[src/pkg/brl_defs.svh]
/*
 * Constants for the boost regulator limit and status register bank:
 * register offsets, field positions, reset values and timing counts.
 * Assumes inclusion by bare name from the package and the design file.
 */
// Overview of operation
// - ceiling register holds five-bit voltage code, 2.85 V to 4.4 V, reset 01110
// - limit register low four bits hold limit code, 1500 to 5000 mA, reset 1111
// - limit bit 5 set disables current limiting; resets to zero
// - limit bit 4 set caps soft-start valley current near 1250 mA; resets to one
// - status bit 7 latches a thermal trip until the status register is read
// - status bit 6 is live: one while junction is above 115 C
// - status bit 5 is live: zero in pulse-frequency, one in pulse-width mode
// - status bit 4 is live: zero in pass-through, one in dc/dc conversion
// - status bit 3 latches a bypass transistor overcurrent until status is read
// - status bit 2 latches after input current limit holds 1.5 ms while boosting
// - status bit 1 latches the power stage fault input until the status register is read; other trips leave it clear
// - status bit 0 shows output in range, and reads one when pass-through is forced
`ifndef BRL_DEFS_SVH
`define BRL_DEFS_SVH

`define BRL_OFS_CEILING 8'h03
`define BRL_OFS_LIMIT 8'h04
`define BRL_OFS_COND 8'h05

`define BRL_CEILING_RST 8'h0E
`define BRL_LIMIT_RST 8'h1F
`define BRL_COND_RST 8'h00

`define BRL_VCODE_MSB 4
`define BRL_ILIM_MSB 3
`define BRL_SOFTSTART_BIT 4
`define BRL_LIMDIS_BIT 5

`define BRL_COND_THERMAL 7
`define BRL_COND_WARM 6
`define BRL_COND_SCHEME 5
`define BRL_COND_PATH 4
`define BRL_COND_BYPASS_OC 3
`define BRL_COND_BOOST_OC 2
`define BRL_COND_FAULT 1
`define BRL_COND_OUTPUT_IN_RANGE 0

`define BRL_CLK_PERIOD_PS 8000
`define BRL_BOOST_OC_HOLD_NS 1500000
`define BRL_BOOST_OC_HOLD_CYC ((`BRL_BOOST_OC_HOLD_NS * 1000) / `BRL_CLK_PERIOD_PS)

// arbitrary neutral bus address
`define BRL_BUS_ADDR 7'h3A

`endif

[src/pkg/brl_pkg.sv]
/*
 * Types for the boost regulator limit and status register bank.
 * Assumes brl_defs.svh is on the include path.
 */
package brl_pkg;
   `include "brl_defs.svh"

   // conditions reported by the power stage
   typedef struct packed {
      logic thermal_trip;
      logic die_warm;
      logic pwm_active;
      logic dcdc_active;
      logic bypass_oc;
      logic boost_oc;
      logic fault;
      logic output_ok;
      logic forced_passthrough;
   } brl_cond_s;

   // settings driven to the power stage
   typedef struct packed {
      logic [4:0] target_voltage_code;
      logic [3:0] current_limit_code;
      logic limit_disable;
      logic softstart_cap;
   } brl_ctrl_s;

   typedef enum logic [3:0] {
      BRL_IDLE = 4'b0000,
      BRL_ADDR = 4'b0001,
      BRL_ADDR_ACK = 4'b0010,
      BRL_PTR = 4'b0011,
      BRL_PTR_ACK = 4'b0100,
      BRL_WDATA = 4'b0101,
      BRL_WACK = 4'b0110,
      BRL_RDATA = 4'b0111,
      BRL_RACK = 4'b1000
   } brl_state_e;
endpackage

[src/logic/brl_regs.sv]
/*
 * Register bank of the boost regulator: voltage ceiling, current limit
 * setup and regulator condition, reached over a two-wire serial bus slave.
 * Assumes scl and sda are already synchronous to clk and that sda is an
 * open-drain wire resolved outside from sda_oe.
 */
`include "brl_defs.svh"

module brl_regs #(
   parameter int unsigned BOOST_OC_HOLD_CYC = `BRL_BOOST_OC_HOLD_CYC,
   parameter logic [6:0] BUS_ADDR = `BRL_BUS_ADDR
) (
   // clock and reset
   input wire logic clk,
   input wire logic rst_b,
   // serial bus
   input wire logic scl_i,
   input wire logic sda_i,
   output logic sda_o,
   output logic sda_oe,
   // power stage conditions
   input brl_pkg::brl_cond_s cond_i,
   // power stage settings
   output brl_pkg::brl_ctrl_s ctrl_o
);
   import brl_pkg::*;

   brl_state_e st_q;

   // bus line history for edge and start/stop detection
   logic scl_prev_q;
   logic sda_prev_q;

   // byte shifter, bit count and register pointer
   logic [7:0] sh_q;
   logic [3:0] cnt_q;
   logic [7:0] ptr_q;
   logic rw_q;
   logic mack_q;

   // writable registers, reserved bits kept
   logic [7:0] ceiling_q;
   logic [7:0] limit_q;

   // status bits as reported
   logic thermal_q;
   logic warm_q;
   logic scheme_q;
   logic path_q;
   logic byp_oc_q;
   logic bst_oc_q;
   logic fault_q;
   logic output_in_range_q;

   // persistence counter for the boost input limit
   logic [31:0] hold_cnt_q;

   // decoded bus events and strobes
   logic scl_rise;
   logic scl_fall;
   logic start_c;
   logic stop_c;
   logic load_c;
   logic wr_c;
   logic [7:0] cond_c;
   logic [7:0] rd_val_c;

   function automatic logic [7:0] read_mux(input logic [7:0] ofs, input logic [7:0] ceil,
                                           input logic [7:0] lim, input logic [7:0] cnd);
      logic [7:0] v;
      v = 8'h00;
      if (ofs == `BRL_OFS_CEILING) begin
         v = ceil;
      end else if (ofs == `BRL_OFS_LIMIT) begin
         v = lim;
      end else if (ofs == `BRL_OFS_COND) begin
         v = cnd;
      end
      return v;
   endfunction

   assign scl_rise = scl_i & ~scl_prev_q;
   assign scl_fall = ~scl_i & scl_prev_q;
   assign start_c = scl_i & scl_prev_q & sda_prev_q & ~sda_i;
   assign stop_c = scl_i & scl_prev_q & ~sda_prev_q & sda_i;

   // read byte loaded on the falling edge that starts a data byte
   assign load_c = scl_fall & rw_q & ((st_q == BRL_ADDR_ACK) | ((st_q == BRL_RACK) & mack_q));
   assign wr_c = scl_fall & (st_q == BRL_WDATA) & (cnt_q == 4'd8);

   assign cond_c = {thermal_q, warm_q, scheme_q, path_q, byp_oc_q, bst_oc_q, fault_q, output_in_range_q};
   assign rd_val_c = read_mux(ptr_q, ceiling_q, limit_q, cond_c);

   always_ff @(posedge clk or negedge rst_b) begin
      if (!rst_b) begin
         scl_prev_q <= 1'b1;
         sda_prev_q <= 1'b1;
      end else begin
         scl_prev_q <= scl_i;
         sda_prev_q <= sda_i;
      end
   end


   // serial slave sequencer
   always_ff @(posedge clk or negedge rst_b) begin
      if (!rst_b) begin
         st_q <= BRL_IDLE;
         sh_q <= 8'h00;
         cnt_q <= 4'h0;
         ptr_q <= 8'h00;
         rw_q <= 1'b0;
         mack_q <= 1'b0;
         sda_oe <= 1'b0;
      end else if (start_c) begin
         st_q <= BRL_ADDR;
         cnt_q <= 4'h0;
         rw_q <= 1'b0;
         sda_oe <= 1'b0;
      end else if (stop_c) begin
         st_q <= BRL_IDLE;
         sda_oe <= 1'b0;
      end else if (scl_rise) begin
         case (st_q)
            BRL_ADDR, BRL_PTR, BRL_WDATA: begin
               sh_q <= {sh_q[6:0], sda_i};
               cnt_q <= cnt_q + 4'd1;
            end
            BRL_RDATA: begin
               cnt_q <= cnt_q + 4'd1;
            end
            BRL_RACK: begin
               mack_q <= ~sda_i;
            end
            default: begin
            end
         endcase
      end else if (scl_fall) begin
         case (st_q)
            BRL_ADDR: begin
               if (cnt_q == 4'd8) begin
                  if (sh_q[7:1] == BUS_ADDR) begin
                     st_q <= BRL_ADDR_ACK;
                     rw_q <= sh_q[0];
                     sda_oe <= 1'b1;
                  end else begin
                     st_q <= BRL_IDLE;
                  end
               end
            end
            BRL_ADDR_ACK: begin
               cnt_q <= 4'h0;
               if (rw_q) begin
                  st_q <= BRL_RDATA;
                  sh_q <= rd_val_c;
                  sda_oe <= ~rd_val_c[7];
                  ptr_q <= ptr_q + 8'd1;
               end else begin
                  st_q <= BRL_PTR;
                  sda_oe <= 1'b0;
               end
            end
            BRL_PTR: begin
               if (cnt_q == 4'd8) begin
                  ptr_q <= sh_q;
                  st_q <= BRL_PTR_ACK;
                  sda_oe <= 1'b1;
               end
            end
            BRL_PTR_ACK, BRL_WACK: begin
               st_q <= BRL_WDATA;
               cnt_q <= 4'h0;
               sda_oe <= 1'b0;
            end
            BRL_WDATA: begin
               if (cnt_q == 4'd8) begin
                  ptr_q <= ptr_q + 8'd1;
                  st_q <= BRL_WACK;
                  sda_oe <= 1'b1;
               end
            end
            BRL_RDATA: begin
               if (cnt_q == 4'd8) begin
                  st_q <= BRL_RACK;
                  sda_oe <= 1'b0;
               end else begin
                  sh_q <= {sh_q[6:0], 1'b0};
                  sda_oe <= ~sh_q[6];
               end
            end
            BRL_RACK: begin
               cnt_q <= 4'h0;
               if (mack_q) begin
                  st_q <= BRL_RDATA;
                  sh_q <= rd_val_c;
                  sda_oe <= ~rd_val_c[7];
                  ptr_q <= ptr_q + 8'd1;
               end else begin
                  // controller declined more data; wait for stop or restart
                  st_q <= BRL_IDLE;
               end
            end
            default: begin
            end
         endcase
      end
   end


   // line only ever pulled low
   always_ff @(posedge clk or negedge rst_b) begin
      if (!rst_b) begin
         sda_o <= 1'b0;
      end else begin
         sda_o <= 1'b0;
      end
   end


   // writable registers; condition offset is not writable
   always_ff @(posedge clk or negedge rst_b) begin
      if (!rst_b) begin
         ceiling_q <= `BRL_CEILING_RST;
         limit_q <= `BRL_LIMIT_RST;
      end else if (wr_c) begin
         if (ptr_q == `BRL_OFS_CEILING) begin
            ceiling_q <= sh_q;
         end else if (ptr_q == `BRL_OFS_LIMIT) begin
            limit_q <= sh_q;
         end
      end
   end


   // settings to the power stage; reserved bits are not forwarded
   always_ff @(posedge clk or negedge rst_b) begin
      if (!rst_b) begin
         ctrl_o <= '0;
      end else begin
         ctrl_o.target_voltage_code <= ceiling_q[`BRL_VCODE_MSB:0];
         ctrl_o.current_limit_code <= limit_q[`BRL_ILIM_MSB:0];
         ctrl_o.limit_disable <= limit_q[`BRL_LIMDIS_BIT];
         ctrl_o.softstart_cap <= limit_q[`BRL_SOFTSTART_BIT];
      end
   end


   // input limit must persist while boosting before it is reported
   always_ff @(posedge clk or negedge rst_b) begin
      if (!rst_b) begin
         hold_cnt_q <= 32'd0;
      end else if (!(cond_i.boost_oc && cond_i.dcdc_active)) begin
         hold_cnt_q <= 32'd0;
      end else if (hold_cnt_q < BOOST_OC_HOLD_CYC) begin
         hold_cnt_q <= hold_cnt_q + 32'd1;
      end
   end


   // live status bits
   always_ff @(posedge clk or negedge rst_b) begin
      if (!rst_b) begin
         warm_q <= 1'b0;
         scheme_q <= 1'b0;
         path_q <= 1'b0;
         output_in_range_q <= 1'b0;
      end else begin
         warm_q <= cond_i.die_warm;
         scheme_q <= cond_i.pwm_active;
         path_q <= cond_i.dcdc_active;
         output_in_range_q <= cond_i.output_ok | cond_i.forced_passthrough;
      end
   end


   // sticky flags; a new event wins over the read that clears
   always_ff @(posedge clk or negedge rst_b) begin
      if (!rst_b) begin
         thermal_q <= 1'b0;
         byp_oc_q <= 1'b0;
         bst_oc_q <= 1'b0;
         fault_q <= 1'b0;
      end else begin
         if (cond_i.thermal_trip) begin
            thermal_q <= 1'b1;
         end else if (load_c && ptr_q == `BRL_OFS_COND) begin
            thermal_q <= 1'b0;
         end
         if (cond_i.bypass_oc) begin
            byp_oc_q <= 1'b1;
         end else if (load_c && ptr_q == `BRL_OFS_COND) begin
            byp_oc_q <= 1'b0;
         end
         if (hold_cnt_q >= BOOST_OC_HOLD_CYC) begin
            bst_oc_q <= 1'b1;
         end else if (load_c && ptr_q == `BRL_OFS_COND) begin
            bst_oc_q <= 1'b0;
         end
         if (cond_i.fault) begin
            fault_q <= 1'b1;
         end else if (load_c && ptr_q == `BRL_OFS_COND) begin
            fault_q <= 1'b0;
         end
      end
   end
endmodule

[config.mk]
export PLATFORM = sky130hd
export DESIGN_NAME = brl_regs
export DESIGN_NICKNAME = d
export VERILOG_FILES = /design/src/pkg/brl_pkg.sv /design/src/logic/brl_regs.sv
export VERILOG_INCLUDE_DIRS = /design/src /design/src/pkg
export SDC_FILE = /design/constraint.sdc
export NUM_CORES = 1
export LEC_CHECK = 0
export ABC_AREA = 1
export BUFFER_PORTS_ARGS = -buffer_cell sky130_fd_sc_hd__buf_4
export CAP_MARGIN = 15
export CELL_PAD_IN_SITES_DETAIL_PLACEMENT = 1
export CELL_PAD_IN_SITES_GLOBAL_PLACEMENT = 1
export CORE_MARGIN = 5
export CORE_UTILIZATION = 41
export CTS_CLUSTER_DIAMETER = 30
export DETAILED_ROUTE_END_ITERATION = 8
export PLACE_DENSITY = 0.8
export SLEW_MARGIN = 0
export SYNTH_ARGS = -nofsm -noshare
export SYNTH_HDL_FRONTEND = slang
export SYNTH_SLANG_ARGS = --single-unit
[constraint.sdc]
create_clock -name clk -period 1.7 [get_ports clk]
set_clock_uncertainty 0.05 [all_clocks]
set_input_delay 0.085 -clock clk [delete_from_list [all_inputs] [get_ports clk]]
set_output_delay 0.085 -clock clk [all_outputs]
set_load 0.05 [all_outputs]
---- Word-level counts from Yosys, hierarchy flattened ----
Index checks and enable logic that the tools add are counted.
W data, S select, Z words.
word-level totals
  output and inout port bits .............. 13
  bits of input ports ..................... 13
  register bits ........................... 96
cells by class
  add/sub/neg operators ................... 3
  bitwise logic cells ..................... 24
  multiplexer cells ....................... 58
  reduce and logical (&&, ||, !) cells .... 32
  equal/unequal tests ..................... 33
  magnitude comparators ................... 2
operators with widths
  operator                 count
  $mux W8                  13
  $mux W32                 2
  $mux W4                  14
  $add A32 B1 Y32 const B  1
  $ge A32 B18 Y1 const B   1
  $lt A32 B18 Y1 const B   1
  $pmux W8 S4              1
  $pmux W4 S7              1
  $pmux W8 S3              1
  $mux W1                  22
  $ne A4 B4 Y1 const B     5
  $reduce_bool A2 Y1       9
  $eq A4 B3 Y1 const B     4
  $eq A8 B3 Y1 const B     2
  $reduce_and A7 Y1        2
  $and A1 B1 Y1            12
  $not A1 Y1               10
  $ne A3 B3 Y1 const B     3
  $reduce_and A9 Y1        1
  $reduce_bool A3 Y1       3
  $reduce_bool A9 Y1       1
  $add A8 B1 Y8 const B    1
  $eq A4 B2 Y1 const B     2
  $eq A4 B4 Y1 const B     2
  25 further kinds         38

---- Longest topological paths before layout ----
  word-level depth ........................ 11
  mapped depth ............................ 12
  gate-level depth less buffers ........... 12

---- Worst setup path after synthesis ----
Ideal clock, no wire load.
  kind .................................... register -> register
  from .................................... reg scl_prev_q
  to ...................................... reg ptr_q[1]
  setup time .............................. 0.074 ns
  period minus slack after synthesis ...... 1.724 ns
  required time ........................... 1.576 ns
  setup slack ............................. -0.024 ns
  arrival time ............................ 1.601 ns
  cell stages (with the launch flop) ...... 10
  path buffers ............................ 1
  cell sequence ........................... dfstp_2 > ha_1 > nand3_2 > nand2_1 > clkinv_1 > and3_4 > nand2_2 > buf_6 > nand2_1 > o21ai_2
between the ends
  word-level cells in the longest chain between the ends .. 5
  elaborated cells on any way between the ends .. 12
  those cells by class .................... bitwise (11); reduce/logical (1)
RTL lines
  element                                        RTL line                        source
  from (decl)                                    brl_regs.sv:31                  logic scl_prev_q;
  from (signal assigned)                         brl_regs.sv:99                  scl_prev_q <= scl_i;
  $and A1 B1 Y1                                  brl_regs.sv:84, brl_regs.sv:85
  $and A1 B1 Y1 (on tied branches) (2 in a row)  brl_regs.sv:85, brl_regs.sv:84
  $not A1 Y1 (no source line)                    n/a
  $reduce_and A9 Y1 (no source line) *           n/a
  to (signal assigned)                           brl_regs.sv:157                 ptr_q <= ptr_q + 8'd1;
  to (signal assigned)                           brl_regs.sv:165                 ptr_q <= sh_q;
  to (signal assigned)                           brl_regs.sv:177                 ptr_q <= ptr_q + 8'd1;
  to (decl)                                      brl_regs.sv:37                  logic [7:0] ptr_q;
Every way passes the cells marked *; elsewhere a longest branch is shown, timed or not.
A chain may end at the register's enable or synchronous reset.

---- Final worst setup path ----
  from .................................... reg ptr_q[1]
  to ...................................... reg sh_q[5]
between the ends
  word-level cells in the longest chain between the ends .. 8
  elaborated cells on any way between the ends .. 11
  those cells by class .................... eq/ne (3); mux (8)
RTL lines
  element                        RTL line                          source
  $eq A8 B3 Y1 (no source line)  n/a
  $mux W8                        brl_regs.sv:76                    end else if (ofs == `BRL_OFS_COND) begin
  $mux W8                        brl_regs.sv:74                    end else if (ofs == `BRL_OFS_LIMIT) begin
  $mux W8 *                      brl_regs.sv:72                    if (ofs == `BRL_OFS_CEILING) begin
  $mux W8 (on tied branches)     brl_regs.sv:193, brl_regs.sv:153
  $pmux W8 S3 *                  brl_regs.sv:139                   case (st_q)
  $mux W8 *                      brl_regs.sv:138                   end else if (scl_fall) begin
  $mux W8 *                      brl_regs.sv:123                   end else if (scl_rise) begin
  to (signal assigned)           brl_regs.sv:126                   sh_q <= {sh_q[6:0], sda_i};
  to (signal assigned)           brl_regs.sv:155                   sh_q <= rd_val_c;
  to (signal assigned)           brl_regs.sv:195                   sh_q <= rd_val_c;
  to (decl)                      brl_regs.sv:35                    logic [7:0] sh_q;
Every way passes the cells marked *; elsewhere a longest branch is shown, timed or not. The select of a mux whose other input is x is not followed.

==> flow_metrics.py <==
metrics = {
    "min_path": {
        "whs_endpoint": "hold_cnt_q[20]",
        "min_path_cells": 3,
        "hold_class": "input port to flip-flop",
        "worstHoldStart": "cond_i[3]",
    },
    "cts": {
        "clkTransAtPathRegs_ns": 0.07,
        "cts.path.max_buffers": 2,
        "clkLatencyLatePin_ns": 0.36,
        "cts_tree": "yes",
        "cts_inserted_buffers": 9,
        "htreeDepth": 3,
        "cts-root-buf": "clkbuf_16",
        "cts.sinks": 96,
    },
    "global_route": {
        "grtUsageMet1_pct": 28.7,
        "grt_max_degree": 32,
        "grt_pass1_vias": 5415,
        "grtUsageMet2_pct": 41.6,
        "track_usage_pct": 23.0,
        "grt-ovfl-total": 0,
        "grt_pass1_wl_um": 27400,
        "grt-busiest-layer": "met2",
        "grtUsageMet3_pct": 3.86,
        "antenna_found_initial": 0,
    },
    "placed_design": {
        "gp_congestion": 0.876,
        "dp.cells": 933,
        "dp_hpwl_um": 12000,
        "place_area_um2": 6120,
        "place_ws_ns": -0.240,
        "port_buffers": 24,
    },
    "finish": {
        "fillers": 1521,
        "fin_cells": 989,
        "final_cell_area_um2": 7410,
        "fin_nets": 836,
        "drive_gt1_share_pct": 37.8,
        "diodes": 0,
        "area_delta_synth_final_pct": 39.4,
    },
    "power_and_ir_drop": {
        "p_sw_share_pct": 28.5,
        "powerDensity_nw_per_um2": 688,
        "ir_drop_mv": 0.466,
        "pwr-share-seq_pct": 47.7,
        "finalPower_w": 0.00510,
        "p_sw_w": 0.00145,
        "leakagePower_nw": 3.44,
        "pwr-share-comb_pct": 13.1,
        "p_clk_share_pct": 39.2,
        "p_int_w": 0.00364,
    },
    "synthesis": {
        "syn_area_per_cell_um2": 7.68,
        "synthesis.nets": 715,
        "synth_top_family_by_area": "simple AND/OR/NAND/NOR gates",
        "synth_mux_area_share_pct": 0,
        "yosysWarnings": 0,
        "synth-simple-area-share_pct": 36.2,
        "synth-seq-cells": 96,
        "synth_adder_area_share_pct": 2.35,
        "synth.distinct_cells": 35,
        "synth_xor_area_share_pct": 2.47,
        "async_reset_ff_share_pct": 100,
        "synth_edf_count": 0,
        "synth_compound_area_share_pct": 6.35,
        "ys_seq_area_share_pct": 45.4,
        "synth_flop_cell": "dfrtp_1",
        "synth_area_um2": 5320,
        "syn_inst": 692,
    },
    "critical_path": {
        "worst-path-max-fanout": 5,
        "worstPathArrival_ns": 2.05,
        "timing.rr.start": "ptr_q[1]",
        "r2r-end": "sh_q[5]",
        "criticalPathCategory": "flip-flop to flip-flop",
        "reg2reg_slack_ns": -0.11,
        "critPathLaunchType": "flip-flop",
        "required_ns": 1.94,
        "setup.worst_path.end_class": "flip-flop",
        "worstRegToRegCells": 10,
    },
    "die": {
        "pin_count": 26,
        "chipWidth_um": 124,
        "die_y_um": 124,
        "start_util_pct": 42.0,
        "core-area_um2": 12700,
        "rows": 41,
        "dieArea_um2": 15300,
    },
    "sta": {
        "fmax_mhz": 553,
        "hold_viol_final": 0,
        "post-route-period-util_pct": 106,
        "period_needed_ns": 1.81,
        "setup_ws_ns": -0.107,
        "maxSlewViolCount": 0,
        "rsz0062_at_grt": "true",
        "setup_viol": 38,
    },
    "detailed_routing": {
        "finalWirelength_um": 19900,
        "num_vias": 5346,
        "wl_per_cell_um": 20.1,
        "drt_pass1_iterations": 5,
        "drt-initial-drc-count": 281,
        "drc": 0,
        "drtAntennaViolNets": 0,
        "post_drt_via_cell_ratio": 5.41,
    },
    "outcome": {
        "failed_checks": "setup timing",
        "run_status": "complete, but fails checks",
    },
    "flow_run": {
        "max-cap-violations": 0,
    },
}
## metrics by stage
| stage | setup TNS [ns] | hold slack (ns) | utilization, % |
|---|---|---|---|
| 2_1_floorplan | -0.00908 | -0.261 | - |
| 3_3_place_gp | -2.37 | 0.00330 | 48.3 |
| 3_5_place_dp | -4.11 | 0.0160 | 48.3 |
| 4_1_cts | -0.427 | 0.113 | 52.8 |
| 5_1_grt | -4.71 | 0.142 | 58.5 |
| 6_report | -1.60 | 0.110 | 58.5 |
## power by group through the flow
stage | combinational (W) | sequential (W) | clock (W)
floorplan | 0.000232 | 0.00245 | 0
global placement | 0.000461 | 0.00244 | 0
detailed placement | 0.000490 | 0.00245 | 0
CTS | 0.000543 | 0.00241 | 0.00201
global route | 0.000715 | 0.00243 | 0.00214
finish | 0.000669 | 0.00243 | 0.00200
## Yosys cell counts, types with 4 or more instances
| master | n | area share [%] |
|---|---|---|
| a21oi_1 | 9 | 0.85 |
| buf_6 | 4 | 0.85 |
| clkbuf_1 | 6 | 0.42 |
| dfrtp_1 | 86 | 40 |
| dfstp_2 | 10 | 4.9 |
| ha_1 | 10 | 2.4 |
| inv_1 | 64 | 4.5 |
| inv_2 | 9 | 0.64 |
| nand2_1 | 201 | 14 |
| nand2_2 | 13 | 1.5 |
| nand3_1 | 78 | 7.3 |
| nand3_2 | 4 | 0.75 |
| nand4_1 | 18 | 2.1 |
| nor2_1 | 87 | 6.1 |
| nor2_2 | 7 | 0.82 |
| nor3_1 | 10 | 0.94 |
| o21ai_0 | 17 | 1.6 |
| o21ai_2 | 18 | 3.0 |
| xor2_1 | 12 | 2.0 |
## critical path, cell delays in order, from the launching register on
cell,delay [ns]
dfrtp_1,0.43
ha_2,0.22
inv_2,0.06
nor2_4,0.11
nand2_2,0.07
nor2_4,0.21
buf_4,0.20
a21oi_1,0.08
nand3_1,0.14
nand3_2,0.10
nand2_1,0.08
## kinds of logic (layout without fill, tap and decap cells)
family	Yosys count	count (layout)
buf+inv	89	213
xor+xnor	15	15
fa+ha+maj	10	10
simple gates	430	431
flops	96	96
other cells	1	1
compound gates	51	51
## worst max path at each step
stage	cells after the start	slack (ns)	end	start
after detailed placement	8	-0.24	sh_q[6]	scl_prev_q
after global routing	10	-0.19	sh_q[0]	st_q[2]
after CTS	10	-0.04	ceiling_q[4]	cnt_q[0]
final	10	-0.11	sh_q[5]	ptr_q[1]
after floorplan	9	-0.002	sh_q[6]	scl_prev_q
after global placement	8	-0.15	sh_q[6]	scl_prev_q
## repair_timing
action                                  4_1_cts  5_1_grt
endpoints found under the hold margin        58        0
setup buffers                                10       18
resized for setup                            33      143
pin swaps                                    14       43
endpoints found under the setup margin       45       65
cloned                                        0        2
hold buffers                                 11        0
## flip-flops by register name, summed over array words and instances (netlist names)
signal             count
bst_oc_q               1
byp_oc_q               1
ceiling_q              8
cnt_q                  4
ctrl_o                11
fault_q                1
hold_cnt_q            32
limit_q                8
mack_q                 1
output_in_range_q      1
path_q                 1
ptr_q                  8
rw_q                   1
scheme_q               1
scl_prev_q             1
sda_oe                 1
sda_prev_q             1
sh_q                   8
st_q                   4
thermal_q              1
warm_q                 1
## area by class of cell
type	count	area (um2)	area share, %
Clock buffer	11	243	3.28
Tap cell	172	215	2.90
Timing Repair Buffer	124	1110	15.0
Sequential cell	96	2430	32.7
Inverter	74	298	4.02
Multi-Input combinational cell	508	3080	41.5
Clock inverter	4	37.5	0.507
## layer usage
layer,wire length [um],up-vias
met1,7940,2697
met3,872,50
met5,0,-
met2,10500,157
li1,-,2442
met4,538,0
## cells in the final DEF (no fill, tap or decap), types with 10 or more instances in the layout
| cell | instances |
|---|---|
| nand3_2 | 16 |
| nand2_2 | 37 |
| inv_1 | 52 |
| inv_2 | 14 |
| nor2_4 | 16 |
| dfstp_2 | 10 |
| nand2_1 | 163 |
| nand3_1 | 64 |
| nor2_2 | 10 |
| dfrtp_1 | 77 |
| o21ai_2 | 19 |
| dlygate4sd3_1 | 11 |
| nand2_4 | 15 |
| buf_4 | 92 |
| clkbuf_16 | 10 |
| buf_6 | 12 |
| nor2_1 | 71 |
| xor2_1 | 12 |
| o21ai_0 | 13 |
| nand4_1 | 18 |
Note: power is estimated with default switching activity, not from simulation.
